[config.mk]
export PLATFORM = sky130hd
export DESIGN_NAME = asq_sequencer
export DESIGN_NICKNAME = d
export VERILOG_FILES = /design/src/shared/asq_pkg.sv /design/src/asq_sequencer.sv /design/src/asq_frame.sv
export SDC_FILE = /design/constraint.sdc
export NUM_CORES = 2
export LEC_CHECK = 0
export BUFFER_PORTS_ARGS = -buffer_cell sky130_fd_sc_hd__buf_2
export CAP_MARGIN = 30
export CORE_UTILIZATION = 60
export CTS_BUF_LIST = sky130_fd_sc_hd__clkbuf_4 sky130_fd_sc_hd__clkbuf_8
export DETAILED_ROUTE_END_ITERATION = 8
export PLACE_DENSITY = 0.79
export SYNTH_ARGS = -nofsm -noshare
export SYNTH_HDL_FRONTEND = slang
export SYNTH_HIERARCHICAL = 1
export SYNTH_SLANG_ARGS = --single-unit
[constraint.sdc]
create_clock -name CLK -period 3.7 [get_ports CLK]
set_input_delay 0.925 -clock CLK [delete_from_list [all_inputs] [get_ports CLK]]
set_output_delay 0.925 -clock CLK [all_outputs]
set_load 0.03 [all_outputs]
[src/shared/asq_pkg.sv]
// constants, field layout and types shared by the scan sequencer files
package asq_pkg;
    localparam int WORD_W = 16;
    localparam int CH_W = 4;
    localparam int RES_W = 12;
    localparam int CFG_W = 11;
    localparam int FIFO_DEPTH = 16;
    localparam int PTR_W = 4;
    localparam int SEQ_DEPTH = 256;
    localparam int SEQ_W = 8;
    localparam int ACC_W = 17;
    // serial word fields
    localparam int SEL_BIT = 15;
    localparam int CODE_LO = 11;
    localparam int CHSEL_LO = 7;
    localparam int RSTF_LO = 5;
    localparam int PM_LO = 3;
    localparam int CHANID_BIT = 2;
    localparam int SOFTWARE_CONVERT_FLAG_BIT = 1;
    localparam int SEQ_LEN_LO = 3;
    localparam int LIST_LO = 3;
    // configuration register fields
    localparam int ECHO_BIT = 2;
    localparam int AVG_ON_BIT = 9;
    localparam int NAVG_LO = 7;
    localparam int NSCAN_LO = 5;
    // register select codes
    localparam logic [3:0] REG_CFG = 4'h0;
    localparam logic [3:0] REG_UNI = 4'h1;
    localparam logic [3:0] REG_BIP = 4'h2;
    localparam logic [3:0] REG_SPAN = 4'h3;
    localparam logic [3:0] REG_LIST0 = 4'h4;
    localparam logic [3:0] REG_LIST1 = 4'h5;
    localparam logic [3:0] REG_SEQ = 4'h6;
    // scan mode codes
    localparam logic [3:0] SCAN_NULL = 4'h0;
    localparam logic [3:0] SCAN_MANUAL = 4'h1;
    localparam logic [3:0] SCAN_REPEAT = 4'h2;
    localparam logic [3:0] SCAN_STD_INT = 4'h3;
    localparam logic [3:0] SCAN_STD_EXT = 4'h4;
    localparam logic [3:0] SCAN_UP_INT = 4'h5;
    localparam logic [3:0] SCAN_UP_EXT = 4'h6;
    localparam logic [3:0] SCAN_LIST_INT = 4'h7;
    localparam logic [3:0] SCAN_LIST_EXT = 4'h8;
    localparam logic [3:0] SCAN_SEQ = 4'h9;
    // reset values and reset field codes
    localparam logic [3:0] SCAN_RST = 4'h1;
    localparam logic [3:0] CHSEL_RST = 4'h0;
    localparam logic [1:0] PM_RST = 2'h0;
    localparam logic [10:0] CFG_RST = 11'h000;
    localparam logic [1:0] RSTF_FIFO = 2'h1;
    localparam logic [1:0] RSTF_ALL = 2'h2;
    localparam logic [3:0] CH_TOP = 4'hF;
    // serial clock edge counts within a frame (zero based)
    localparam logic [4:0] RX_LAST_EDGE = 5'h0F;
    localparam logic [4:0] MUX_EDGE = 5'h0C;
    localparam logic [4:0] EDGE_SAT = 5'h1F;
    typedef enum logic [1:0] {ST_IDLE, ST_CONV, ST_WAIT} asq_state_t;
endpackage : asq_pkg

[src/asq_sequencer.sv]
// scan sequencer top: command decode, mode registers, scan control, result fifo
`timescale 1ns/1ps
module asq_sequencer (
    // clock and reset
    input wire logic CLK,
    input wire logic RSTN,
    // serial link pins
    input wire logic SCLK,
    input wire logic CSN,
    input wire logic DIN,
    output logic DOUT,
    // conversion control pins
    input wire logic CNVSTN,
    output logic EOCN,
    // converter core
    output logic [asq_pkg::CH_W-1:0] MUX_CH,
    output logic CONV_START,
    input wire logic CONV_DONE,
    input wire logic [asq_pkg::RES_W-1:0] CONV_DATA,
    // analog setup
    output logic [asq_pkg::CFG_W-1:0] PAIR_UNI,
    output logic [asq_pkg::CFG_W-1:0] PAIR_BIP,
    output logic [asq_pkg::CFG_W-1:0] SPAN_SEL,
    output logic [1:0] POWER_MODE
);
    import asq_pkg::*;

    logic frame_start, frame_end, word_valid, mux_step, cs_idle;
    logic [WORD_W-1:0] rx_word, tx_word;
    logic cnv_s1, cnv_s2, cnv_d;
    logic [3:0] scan_mode, chsel;
    logic chan_id, software_convert_flag, echo_pend;
    logic [CFG_W-1:0] cfg, list0, list1;
    logic [WORD_W-1:0] echo_word;
    logic [SEQ_W-1:0] seq_last, load_idx, seq_idx;
    logic loading;
    logic [CH_W-1:0] seq_mem [SEQ_DEPTH];
    asq_state_t state;
    logic [ACC_W-1:0] acc;
    logic [5:0] avg_cnt;
    logic [3:0] rep_cnt;
    logic [RES_W-1:0] ext_res;
    logic [CH_W-1:0] ext_ch;
    logic [WORD_W-1:0] fifo_mem [FIFO_DEPTH];
    logic [PTR_W-1:0] wr_ptr, rd_ptr;
    logic [PTR_W:0] fifo_cnt;

    asq_frame u_frame (
        .clk(CLK),
        .rst_n(RSTN),
        .sclk(SCLK),
        .csn(CSN),
        .din(DIN),
        .dout(DOUT),
        .tx_word(tx_word),
        .frame_start(frame_start),
        .frame_end(frame_end),
        .word_valid(word_valid),
        .rx_word(rx_word),
        .mux_step(mux_step),
        .cs_idle(cs_idle)
    );

    // membership of a channel in the active scan set, lowest member at or above start
    function automatic logic [4:0] find_ch(input logic [4:0] start, input logic [3:0] mode,
                                           input logic [3:0] sel, input logic [15:0] list);
        logic [4:0] r;
        logic hit;
        r = 5'h10;
        for (int i = 15; i >= 0; i--) begin
            case (mode)
                SCAN_STD_INT, SCAN_STD_EXT: hit = (4'(i) <= sel);
                SCAN_UP_INT, SCAN_UP_EXT: hit = (4'(i) >= sel) && (4'(i) <= CH_TOP);
                SCAN_LIST_INT, SCAN_LIST_EXT: hit = list[i];
                default: hit = (4'(i) == sel);
            endcase
            if (hit && 5'(i) >= start) begin
                r = 5'(i);
            end
        end
        return r;
    endfunction : find_ch

    // command decode
    wire [3:0] code = rx_word[14:CODE_LO];
    wire is_mode = word_valid & ~loading & ~rx_word[SEL_BIT];
    wire is_reg = word_valid & ~loading & rx_word[SEL_BIT];
    wire new_null = (code == SCAN_NULL);
    wire [1:0] rst_field = rx_word[6:RSTF_LO];
    wire rst_all = is_mode & (rst_field == RSTF_ALL);
    wire fifo_clr = (is_mode & (rst_field == RSTF_FIFO)) | rst_all;
    wire wr_cfg = is_reg & (code == REG_CFG);
    wire wr_seq = is_reg & (code == REG_SEQ);
    wire int_mode = (scan_mode == SCAN_REPEAT) | (scan_mode == SCAN_STD_INT) |
                    (scan_mode == SCAN_UP_INT) | (scan_mode == SCAN_LIST_INT);
    wire ext_auto = (scan_mode == SCAN_STD_EXT) | (scan_mode == SCAN_UP_EXT) |
                    (scan_mode == SCAN_LIST_EXT);
    wire [15:0] chan_list = {list0[10:LIST_LO], list1[10:LIST_LO]};
    wire [4:0] next_hit = find_ch({1'b0, MUX_CH} + 5'h01, scan_mode, chsel, chan_list);
    wire [4:0] first_hit = find_ch(5'h00, scan_mode, chsel, chan_list);
    wire [SEQ_W-1:0] seq_next = (seq_idx == seq_last) ? 8'h00 : seq_idx + 8'h01;
    wire cnv_rise = cnv_s2 & ~cnv_d;
    wire cnv_fall = ~cnv_s2 & cnv_d;
    wire trig = (state == ST_IDLE) & int_mode & ((cnv_rise & cs_idle) | (frame_end & software_convert_flag));
    // averaging and repeat counts
    wire avg_on = cfg[AVG_ON_BIT];
    wire [1:0] navg = cfg[8:NAVG_LO];
    wire [5:0] avg_last = 6'((6'h04 << navg) - 6'h01);
    wire [3:0] rep_last = {cfg[6:NSCAN_LO], 2'h3};
    wire [ACC_W-1:0] acc_sum = acc + ACC_W'(CONV_DATA);
    // shift amount widened so that 32 samples divide by 32, not wrap to 2
    wire [RES_W-1:0] avg_val = avg_on ? RES_W'(acc_sum >> (3'(navg) + 3'h2)) : CONV_DATA;
    wire conv_last = ~avg_on | (avg_cnt == avg_last);
    wire push = (state == ST_WAIT) & CONV_DONE & conv_last;
    wire rep_more = (scan_mode == SCAN_REPEAT) & (rep_cnt != rep_last);
    wire scan_done = push & ~rep_more & next_hit[4];
    wire pop = frame_start & int_mode & ~echo_pend & (fifo_cnt != 5'h00);
    wire [WORD_W-1:0] fifo_head = (fifo_cnt != 5'h00) ? fifo_mem[rd_ptr] : 16'h0000;
    wire [WORD_W-1:0] ext_word = chan_id ? {ext_ch, ext_res} : {1'b0, ext_res, 3'h0};
    assign tx_word = echo_pend ? echo_word : (int_mode ? fifo_head : ext_word);

    always_ff @(posedge CLK or negedge RSTN) begin
        if (!RSTN) begin
            {cnv_s1, cnv_s2, cnv_d} <= 3'h7;
        end else begin
            {cnv_s1, cnv_s2, cnv_d} <= {CNVSTN, cnv_s1, cnv_s2};
        end
    end

    // register file
    always_ff @(posedge CLK or negedge RSTN) begin
        if (!RSTN) begin
            scan_mode <= SCAN_RST;
            chsel <= CHSEL_RST;
            POWER_MODE <= PM_RST;
            {chan_id, software_convert_flag, echo_pend, loading} <= 4'h0;
            {cfg, PAIR_UNI, PAIR_BIP, SPAN_SEL, list0, list1} <= {6{CFG_RST}};
            echo_word <= 16'h0000;
            {seq_last, load_idx} <= 16'h0000;
        end else begin
            if (scan_done) begin
                software_convert_flag <= 1'b0;
            end
            if (frame_start) begin
                echo_pend <= 1'b0;
            end
            if (rst_all) begin
                scan_mode <= SCAN_RST;
                chsel <= CHSEL_RST;
                POWER_MODE <= PM_RST;
                {chan_id, software_convert_flag, echo_pend} <= 3'h0;
                {cfg, PAIR_UNI, PAIR_BIP, SPAN_SEL, list0, list1} <= {6{CFG_RST}};
            end else if (is_mode) begin
                if (!new_null) begin
                    scan_mode <= code;
                    chsel <= rx_word[10:CHSEL_LO];
                    chan_id <= rx_word[CHANID_BIT];
                end
                POWER_MODE <= rx_word[4:PM_LO];
                if (rx_word[SOFTWARE_CONVERT_FLAG_BIT]) begin
                    software_convert_flag <= 1'b1;
                end
            end else if (wr_cfg) begin
                cfg <= rx_word[10:0];
                echo_pend <= rx_word[ECHO_BIT];
                echo_word <= rx_word;
            end else if (is_reg) begin
                if (code == REG_UNI) PAIR_UNI <= rx_word[10:0];
                if (code == REG_BIP) PAIR_BIP <= rx_word[10:0];
                if (code == REG_SPAN) SPAN_SEL <= rx_word[10:0];
                if (code == REG_LIST0) list0 <= rx_word[10:0];
                if (code == REG_LIST1) list1 <= rx_word[10:0];
            end
            // sequence load: setup word gives the last index, then 4 entries per word
            if (wr_seq) begin
                seq_last <= rx_word[10:SEQ_LEN_LO];
                load_idx <= 8'h00;
                loading <= 1'b1;
            end else if (word_valid && loading) begin
                load_idx <= load_idx + 8'h04;
                loading <= (9'(load_idx) + 9'h003 < 9'(seq_last));
            end
        end
    end

    always_ff @(posedge CLK or negedge RSTN) begin
        if (!RSTN) begin
            for (int i = 0; i < SEQ_DEPTH; i++) seq_mem[i] <= 4'h0;
        end else if (word_valid && loading) begin
            for (int k = 0; k < 4; k++) seq_mem[load_idx + 8'(k)] <= rx_word[15 - 4 * k -: 4];
        end
    end

    // conversion sequencing
    always_ff @(posedge CLK or negedge RSTN) begin
        if (!RSTN) begin
            state <= ST_IDLE;
            MUX_CH <= CHSEL_RST;
            {CONV_START, EOCN} <= 2'h1;
            acc <= 17'h00000;
            {avg_cnt, rep_cnt} <= 10'h000;
            {ext_res, ext_ch} <= 16'h0000;
            seq_idx <= 8'h00;
        end else begin
            CONV_START <= 1'b0;
            case (state)
                ST_IDLE: begin
                    if (frame_start || cnv_fall) EOCN <= 1'b1;
                    if (trig && !first_hit[4]) begin
                        MUX_CH <= first_hit[3:0];
                        {acc, avg_cnt, rep_cnt} <= 27'h0000000;
                        EOCN <= 1'b1;
                        state <= ST_CONV;
                    end else begin
                        if (!int_mode && frame_start) begin
                            CONV_START <= 1'b1;
                            ext_ch <= MUX_CH;
                        end
                        if (!int_mode && CONV_DONE) ext_res <= CONV_DATA;
                        if (is_mode && code == SCAN_MANUAL) begin
                            MUX_CH <= rx_word[10:CHSEL_LO];
                        end else if (mux_step && scan_mode == SCAN_SEQ) begin
                            seq_idx <= seq_next;
                            MUX_CH <= seq_mem[seq_next];
                        end else if (mux_step && ext_auto) begin
                            MUX_CH <= next_hit[4] ? first_hit[3:0] : next_hit[3:0];
                        end
                        if (wr_seq) seq_idx <= 8'h00;
                    end
                end
                ST_CONV: begin
                    CONV_START <= 1'b1;
                    state <= ST_WAIT;
                end
                default: begin
                    if (CONV_DONE && !conv_last) begin
                        acc <= acc_sum;
                        avg_cnt <= avg_cnt + 6'h01;
                        state <= ST_CONV;
                    end else if (CONV_DONE) begin
                        {acc, avg_cnt} <= 23'h000000;
                        if (rep_more) begin
                            rep_cnt <= rep_cnt + 4'h1;
                            state <= ST_CONV;
                        end else if (!next_hit[4]) begin
                            MUX_CH <= next_hit[3:0];
                            state <= ST_CONV;
                        end else begin
                            EOCN <= 1'b0;
                            state <= ST_IDLE;
                        end
                    end
                end
            endcase
        end
    end

    // result fifo, overwrite oldest when full
    always_ff @(posedge CLK or negedge RSTN) begin
        if (!RSTN) begin
            for (int i = 0; i < FIFO_DEPTH; i++) fifo_mem[i] <= 16'h0000;
            {wr_ptr, rd_ptr, fifo_cnt} <= 13'h0000;
        end else if (fifo_clr) begin
            for (int i = 0; i < FIFO_DEPTH; i++) fifo_mem[i] <= 16'h0000;
            {wr_ptr, rd_ptr, fifo_cnt} <= 13'h0000;
        end else begin
            if (push) begin
                fifo_mem[wr_ptr] <= {MUX_CH, avg_val};
                wr_ptr <= wr_ptr + 4'h1;
            end
            if (pop || (push && fifo_cnt == 5'h10)) rd_ptr <= rd_ptr + 4'h1;
            if (push && !pop && fifo_cnt != 5'h10) fifo_cnt <= fifo_cnt + 5'h01;
            if (pop && !push) fifo_cnt <= fifo_cnt - 5'h01;
        end
    end
endmodule : asq_sequencer

[src/asq_frame.sv]
// serial frame engine: pin synchronisers, 16-bit shift in, shift out, edge events
`timescale 1ns/1ps
module asq_frame (
    // clock and reset
    input wire logic clk,
    input wire logic rst_n,
    // pins
    input wire logic sclk,
    input wire logic csn,
    input wire logic din,
    output logic dout,
    // word towards the host, taken at frame start
    input wire logic [asq_pkg::WORD_W-1:0] tx_word,
    // events and received word
    output logic frame_start,
    output logic frame_end,
    output logic word_valid,
    output logic [asq_pkg::WORD_W-1:0] rx_word,
    output logic mux_step,
    output logic cs_idle
);
    import asq_pkg::*;

    logic sclk_s1, sclk_s2, sclk_d;
    logic csn_s1, csn_s2, csn_d;
    logic din_s1, din_s2;
    logic [4:0] rise_cnt, fall_cnt;
    logic [WORD_W-1:0] rx_shift, tx_shift;

    wire sclk_rise = sclk_s2 & ~sclk_d;
    wire sclk_fall = ~sclk_s2 & sclk_d;
    wire cs_fall = ~csn_s2 & csn_d;
    wire cs_rise = csn_s2 & ~csn_d;
    wire in_frame = ~csn_s2 & ~cs_fall;
    wire [WORD_W-1:0] next_rx = {rx_shift[WORD_W-2:0], din_s2};

    always_ff @(posedge clk or negedge rst_n) begin
        if (!rst_n) begin
            {sclk_s1, sclk_s2, sclk_d} <= 3'h7;
            {csn_s1, csn_s2, csn_d} <= 3'h7;
            {din_s1, din_s2} <= 2'h0;
        end else begin
            {sclk_s1, sclk_s2, sclk_d} <= {sclk, sclk_s1, sclk_s2};
            {csn_s1, csn_s2, csn_d} <= {csn, csn_s1, csn_s2};
            {din_s1, din_s2} <= {din, din_s1};
        end
    end

    // input side: data taken on rising serial clock edges
    always_ff @(posedge clk or negedge rst_n) begin
        if (!rst_n) begin
            rise_cnt <= 5'h00;
            rx_shift <= 16'h0000;
            rx_word <= 16'h0000;
            word_valid <= 1'b0;
        end else begin
            word_valid <= 1'b0;
            if (cs_fall) begin
                rise_cnt <= 5'h00;
            end else if (in_frame && sclk_rise && rise_cnt != EDGE_SAT) begin
                rise_cnt <= rise_cnt + 5'h01;
                if (rise_cnt <= RX_LAST_EDGE) begin
                    rx_shift <= next_rx;
                end
                if (rise_cnt == RX_LAST_EDGE) begin
                    rx_word <= next_rx;
                    word_valid <= 1'b1;
                end
            end
        end
    end

    // output side: msb shown from frame start, next bit on each falling edge
    always_ff @(posedge clk or negedge rst_n) begin
        if (!rst_n) begin
            fall_cnt <= 5'h00;
            tx_shift <= 16'h0000;
            dout <= 1'b0;
            mux_step <= 1'b0;
        end else begin
            mux_step <= 1'b0;
            if (cs_fall) begin
                fall_cnt <= 5'h00;
                tx_shift <= tx_word;
                dout <= tx_word[WORD_W-1];
            end else if (in_frame && sclk_fall && fall_cnt != EDGE_SAT) begin
                fall_cnt <= fall_cnt + 5'h01;
                tx_shift <= {tx_shift[WORD_W-2:0], 1'b0};
                dout <= tx_shift[WORD_W-2];
                mux_step <= (fall_cnt == MUX_EDGE);
            end
        end
    end

    always_ff @(posedge clk or negedge rst_n) begin
        if (!rst_n) begin
            frame_start <= 1'b0;
            frame_end <= 1'b0;
            cs_idle <= 1'b1;
        end else begin
            frame_start <= cs_fall;
            frame_end <= cs_rise;
            cs_idle <= csn_s2 & csn_d;
        end
    end
endmodule : asq_frame

==> impl_metrics.env <==
export IMPL_netlist_area_um2=73500
export IMPL_finish_utilization=0.701
export IMPL_rows=128
export IMPL_grt_overflow=0
export IMPL_max_slew_margin=0.226
export IMPL_avgSynthCellArea_um2=11.2
export IMPL_synthArstFlopShare=1.00
export IMPL_drc=0
export IMPL_grt_pass1_vias=58400
export IMPL_hold_viol_final=0
export IMPL_finalSetupViolCount=2
export IMPL_ios=61
export IMPL_antenna_found_initial=4
export IMPL_synth_cells=6565
export IMPL_area_delta_synth_final_pct=15.9
export IMPL_grt_pass1_wl_um=352000
export IMPL_die_w_um=352
export IMPL_max_freq_mhz=266
export IMPL_finalWirelength_um=230000
export IMPL_start_kind="register"
export IMPL_start_util=0.604
export IMPL_cp_required_ns=4.53
export IMPL_synth_ff_type="dfrtp_1"
export IMPL_core_area_um2=122000
export IMPL_worstMarginPinSlew_ns=1.16
export IMPL_outcome="finished with violations"
export IMPL_grt_usage=0.368
export IMPL_vdd_ir_drop_max_v=0.000374
export IMPL_clk_latency_ns=1.00
export IMPL_yosys_cell_types_count=119
export IMPL_die_h_um=352
export IMPL_crit_path_end_kind="register"
export IMPL_finalMaxSlewViolations=0
export IMPL_synth_edff_count=0
export IMPL_clk_pin_slew_ns=0.06
export IMPL_cellPowerDensity_nw_per_um2=456
export IMPL_violations="negative setup slack"
export IMPL_synthTopCellsByCount="1511 x dfrtp_1, 1092 x mux2_2, 860 x nand2_1"
export IMPL_viasPerCell=6.62
export IMPL_timing_final_crit_share=1.02
export IMPL_yosys_warnings=6
export IMPL_synth_nets=6633
export IMPL_cts_htree_levels=4
export IMPL_ys_seq_elements=1523
export IMPL_yosys_top_cells_area="dfrtp_1 51%, mux2_2 17%, nand2_1 4.4%"
export IMPL_ys_seq_area_frac=0.519
export IMPL_ctsRootBufferMaster="clkbuf_8"
export IMPL_crit_fanout=36
export IMPL_nets=6999
export IMPL_dp_hpwl_um=149000
export IMPL_place_congestion=0.982
export IMPL_timing_hold_ws_ns=0.271
export IMPL_synth_top_area_share=0.515
export IMPL_path_class="register to register"
export IMPL_finalCriticalPeriod_ns=3.76
export IMPL_maxCapViolCount=0
export IMPL_die_area_um2=124000
export IMPL_fill_cells=8295
export IMPL_grt_start_max_net_pins=109
export IMPL_io_buffers=60
export IMPL_numCtsBuffers=238
export IMPL_wl_per_cell_um=26.2
export IMPL_yosysMostFrequentCell="dfrtp_1"
export IMPL_first_iter_violations=6676
export IMPL_fin_ws_ns=-0.0579
export IMPL_hold_class="input port to register"
export IMPL_vias=57900
export IMPL_layout_drive_gt1_share=0.347
export IMPL_skew_ns=0.0716
export IMPL_p_leak_nw=39.8
export IMPL_rsz0062_at_grt="true"
export IMPL_cts_tree="done"
export IMPL_drtPass1Iterations=8
export IMPL_ant_nets=0
export IMPL_worstPathArrival_ns=4.59
export IMPL_yosysTopAreaCell="dfrtp_1"
export IMPL_cts_buffer_depth=3
export IMPL_clock_sinks=1523
-- timing repair --
action / 4_1_cts / 5_1_grt
endpoints found under the hold margin: 41 / 0
buffers inserted: 17 / 13
endpoints found under the setup margin: 4 / 31
gates cloned: 4 / 0
gates resized for setup: 41 / 88
pin swaps: 7 / 25
hold buffers: 5 / 0
-- kinds of logic after synthesis --
group | synth area share
AO/OA/AOI/OAI | 0.122
XOR/XNOR | 0.00703
adder cells (fa/ha/maj) | 0.00855
buffers and inverters | 0.0340
flip-flops | 0.519
multiplexers | 0.215
AND/OR/NAND/NOR | 0.0939
-- flip-flops by register name (all words and copies together) (netlist names), 8 cells and up --
register / count
seq_last: 8
acc: 17
list1: 8
u_frame/rx_word: 16
echo_word: 16
list0: 8
fifo_mem: 256
PAIR_UNI: 11
seq_mem: 1024
u_frame/rx_shift: 15
PAIR_BIP: 11
seq_idx: 8
SPAN_SEL: 11
u_frame/tx_shift: 15
ext_res: 12
-- path summary, 6_finish.rpt --
path	startpoint	end	slack [ns]	cells after the start
setup reg to reg	seq_idx[0]	MUX_CH[2]	-0.06	13
setup / recovery	seq_idx[0]	MUX_CH[2]	-0.06	13
hold / removal	CONV_DONE	state[1]	0.27	2
max in group asynchronous	RSTN	seq_mem[62]	2.02	4
min in group asynchronous	RSTN	seq_mem[591]	0.50	2
hold reg to reg	u_frame/csn_s1	u_frame/csn_s2	0.36	0
-- layout make-up --
class	count	area, um2	area share
sequential	1523	38200	0.448
inverter	63	238	0.00279
multi-input combinational	4442	33500	0.394
tap	1625	2030	0.0239
antenna	9	22.5	0.000264
clock inverter	42	548	0.00643
clock buffer	385	4750	0.0557
timing repair buffer	663	5860	0.0688
-- per-stage QoR --
stage | setup WS (ns) | cell area [um2] | setup TNS (ns) | power [mW] | cells
2_1_floorplan | 0.00779 | 73500 | 0 | 21.7 | 6565
3_3_place_gp | -0.647 | 78800 | -45.51 | 23.2 | 8269
3_5_place_dp | -0.388 | 78900 | -19.36 | 23.4 | 8277
4_1_cts | -0.00747 | 84600 | -0.00747 | 38.9 | 8730
5_1_grt | -0.0461 | 85200 | -0.0849 | 40.2 | 8745
6_report | -0.0579 | 85200 | -0.0642 | 38.8 | 8752
-- worst max-delay path: stages (launching register included) --
cell and delay, ns:
dfrtp_4 0.52, xnor2_2 0.15, nand4_1 0.10, buf_6 0.19, nor2_4 0.08, buf_12 0.19, a311oi_2 0.94, buf_4 0.32
o21ai_1 0.09, buf_4 0.16, nor4_1 0.29, buf_4 0.24, or4_4 0.20, a31oi_4 0.09
-- placed cells by master (no fill, tap or decap), types with 22 or more instances in the layout --
cell type and n:
nor2b_1 22, xnor2_1 30, dfrtp_1 1488, buf_4 515, a22oi_1 34, a221oi_1 23, ha_1 45, mux2i_1 150
nor2_1 244, nand3_1 98, and3_1 22, nor3_1 79, a22o_1 38, o221ai_1 35, mux2_2 1092, a31oi_1 52
and2_1 31, a211oi_1 38, xor2_1 22, o211ai_1 44, nand2b_1 43, a21oi_1 271, buf_2 59, inv_1 56
o311ai_0 34, clkbuf_4 88, or3_1 30, o22ai_1 62, o21ai_0 581, mux4_2 82, nand2_1 859, clkbuf_8 297
buf_12 69
-- power by group --
part | internal (mW) | switching, mW
logic | 2.05 | 2.49
clock network | 8.65 | 6.95
registers | 17.9 | 0.844
-- layer usage --
metal	track usage	vias up	wire (um)
li1	-	24400	-
met4	0.198	4	13200
met3	0.0931	819	23700
met1	0.479	29300	86900
met5	0.00346	-	67
met2	0.568	3382	106000
No activity file was read; power rests on OpenSTA's default activity.
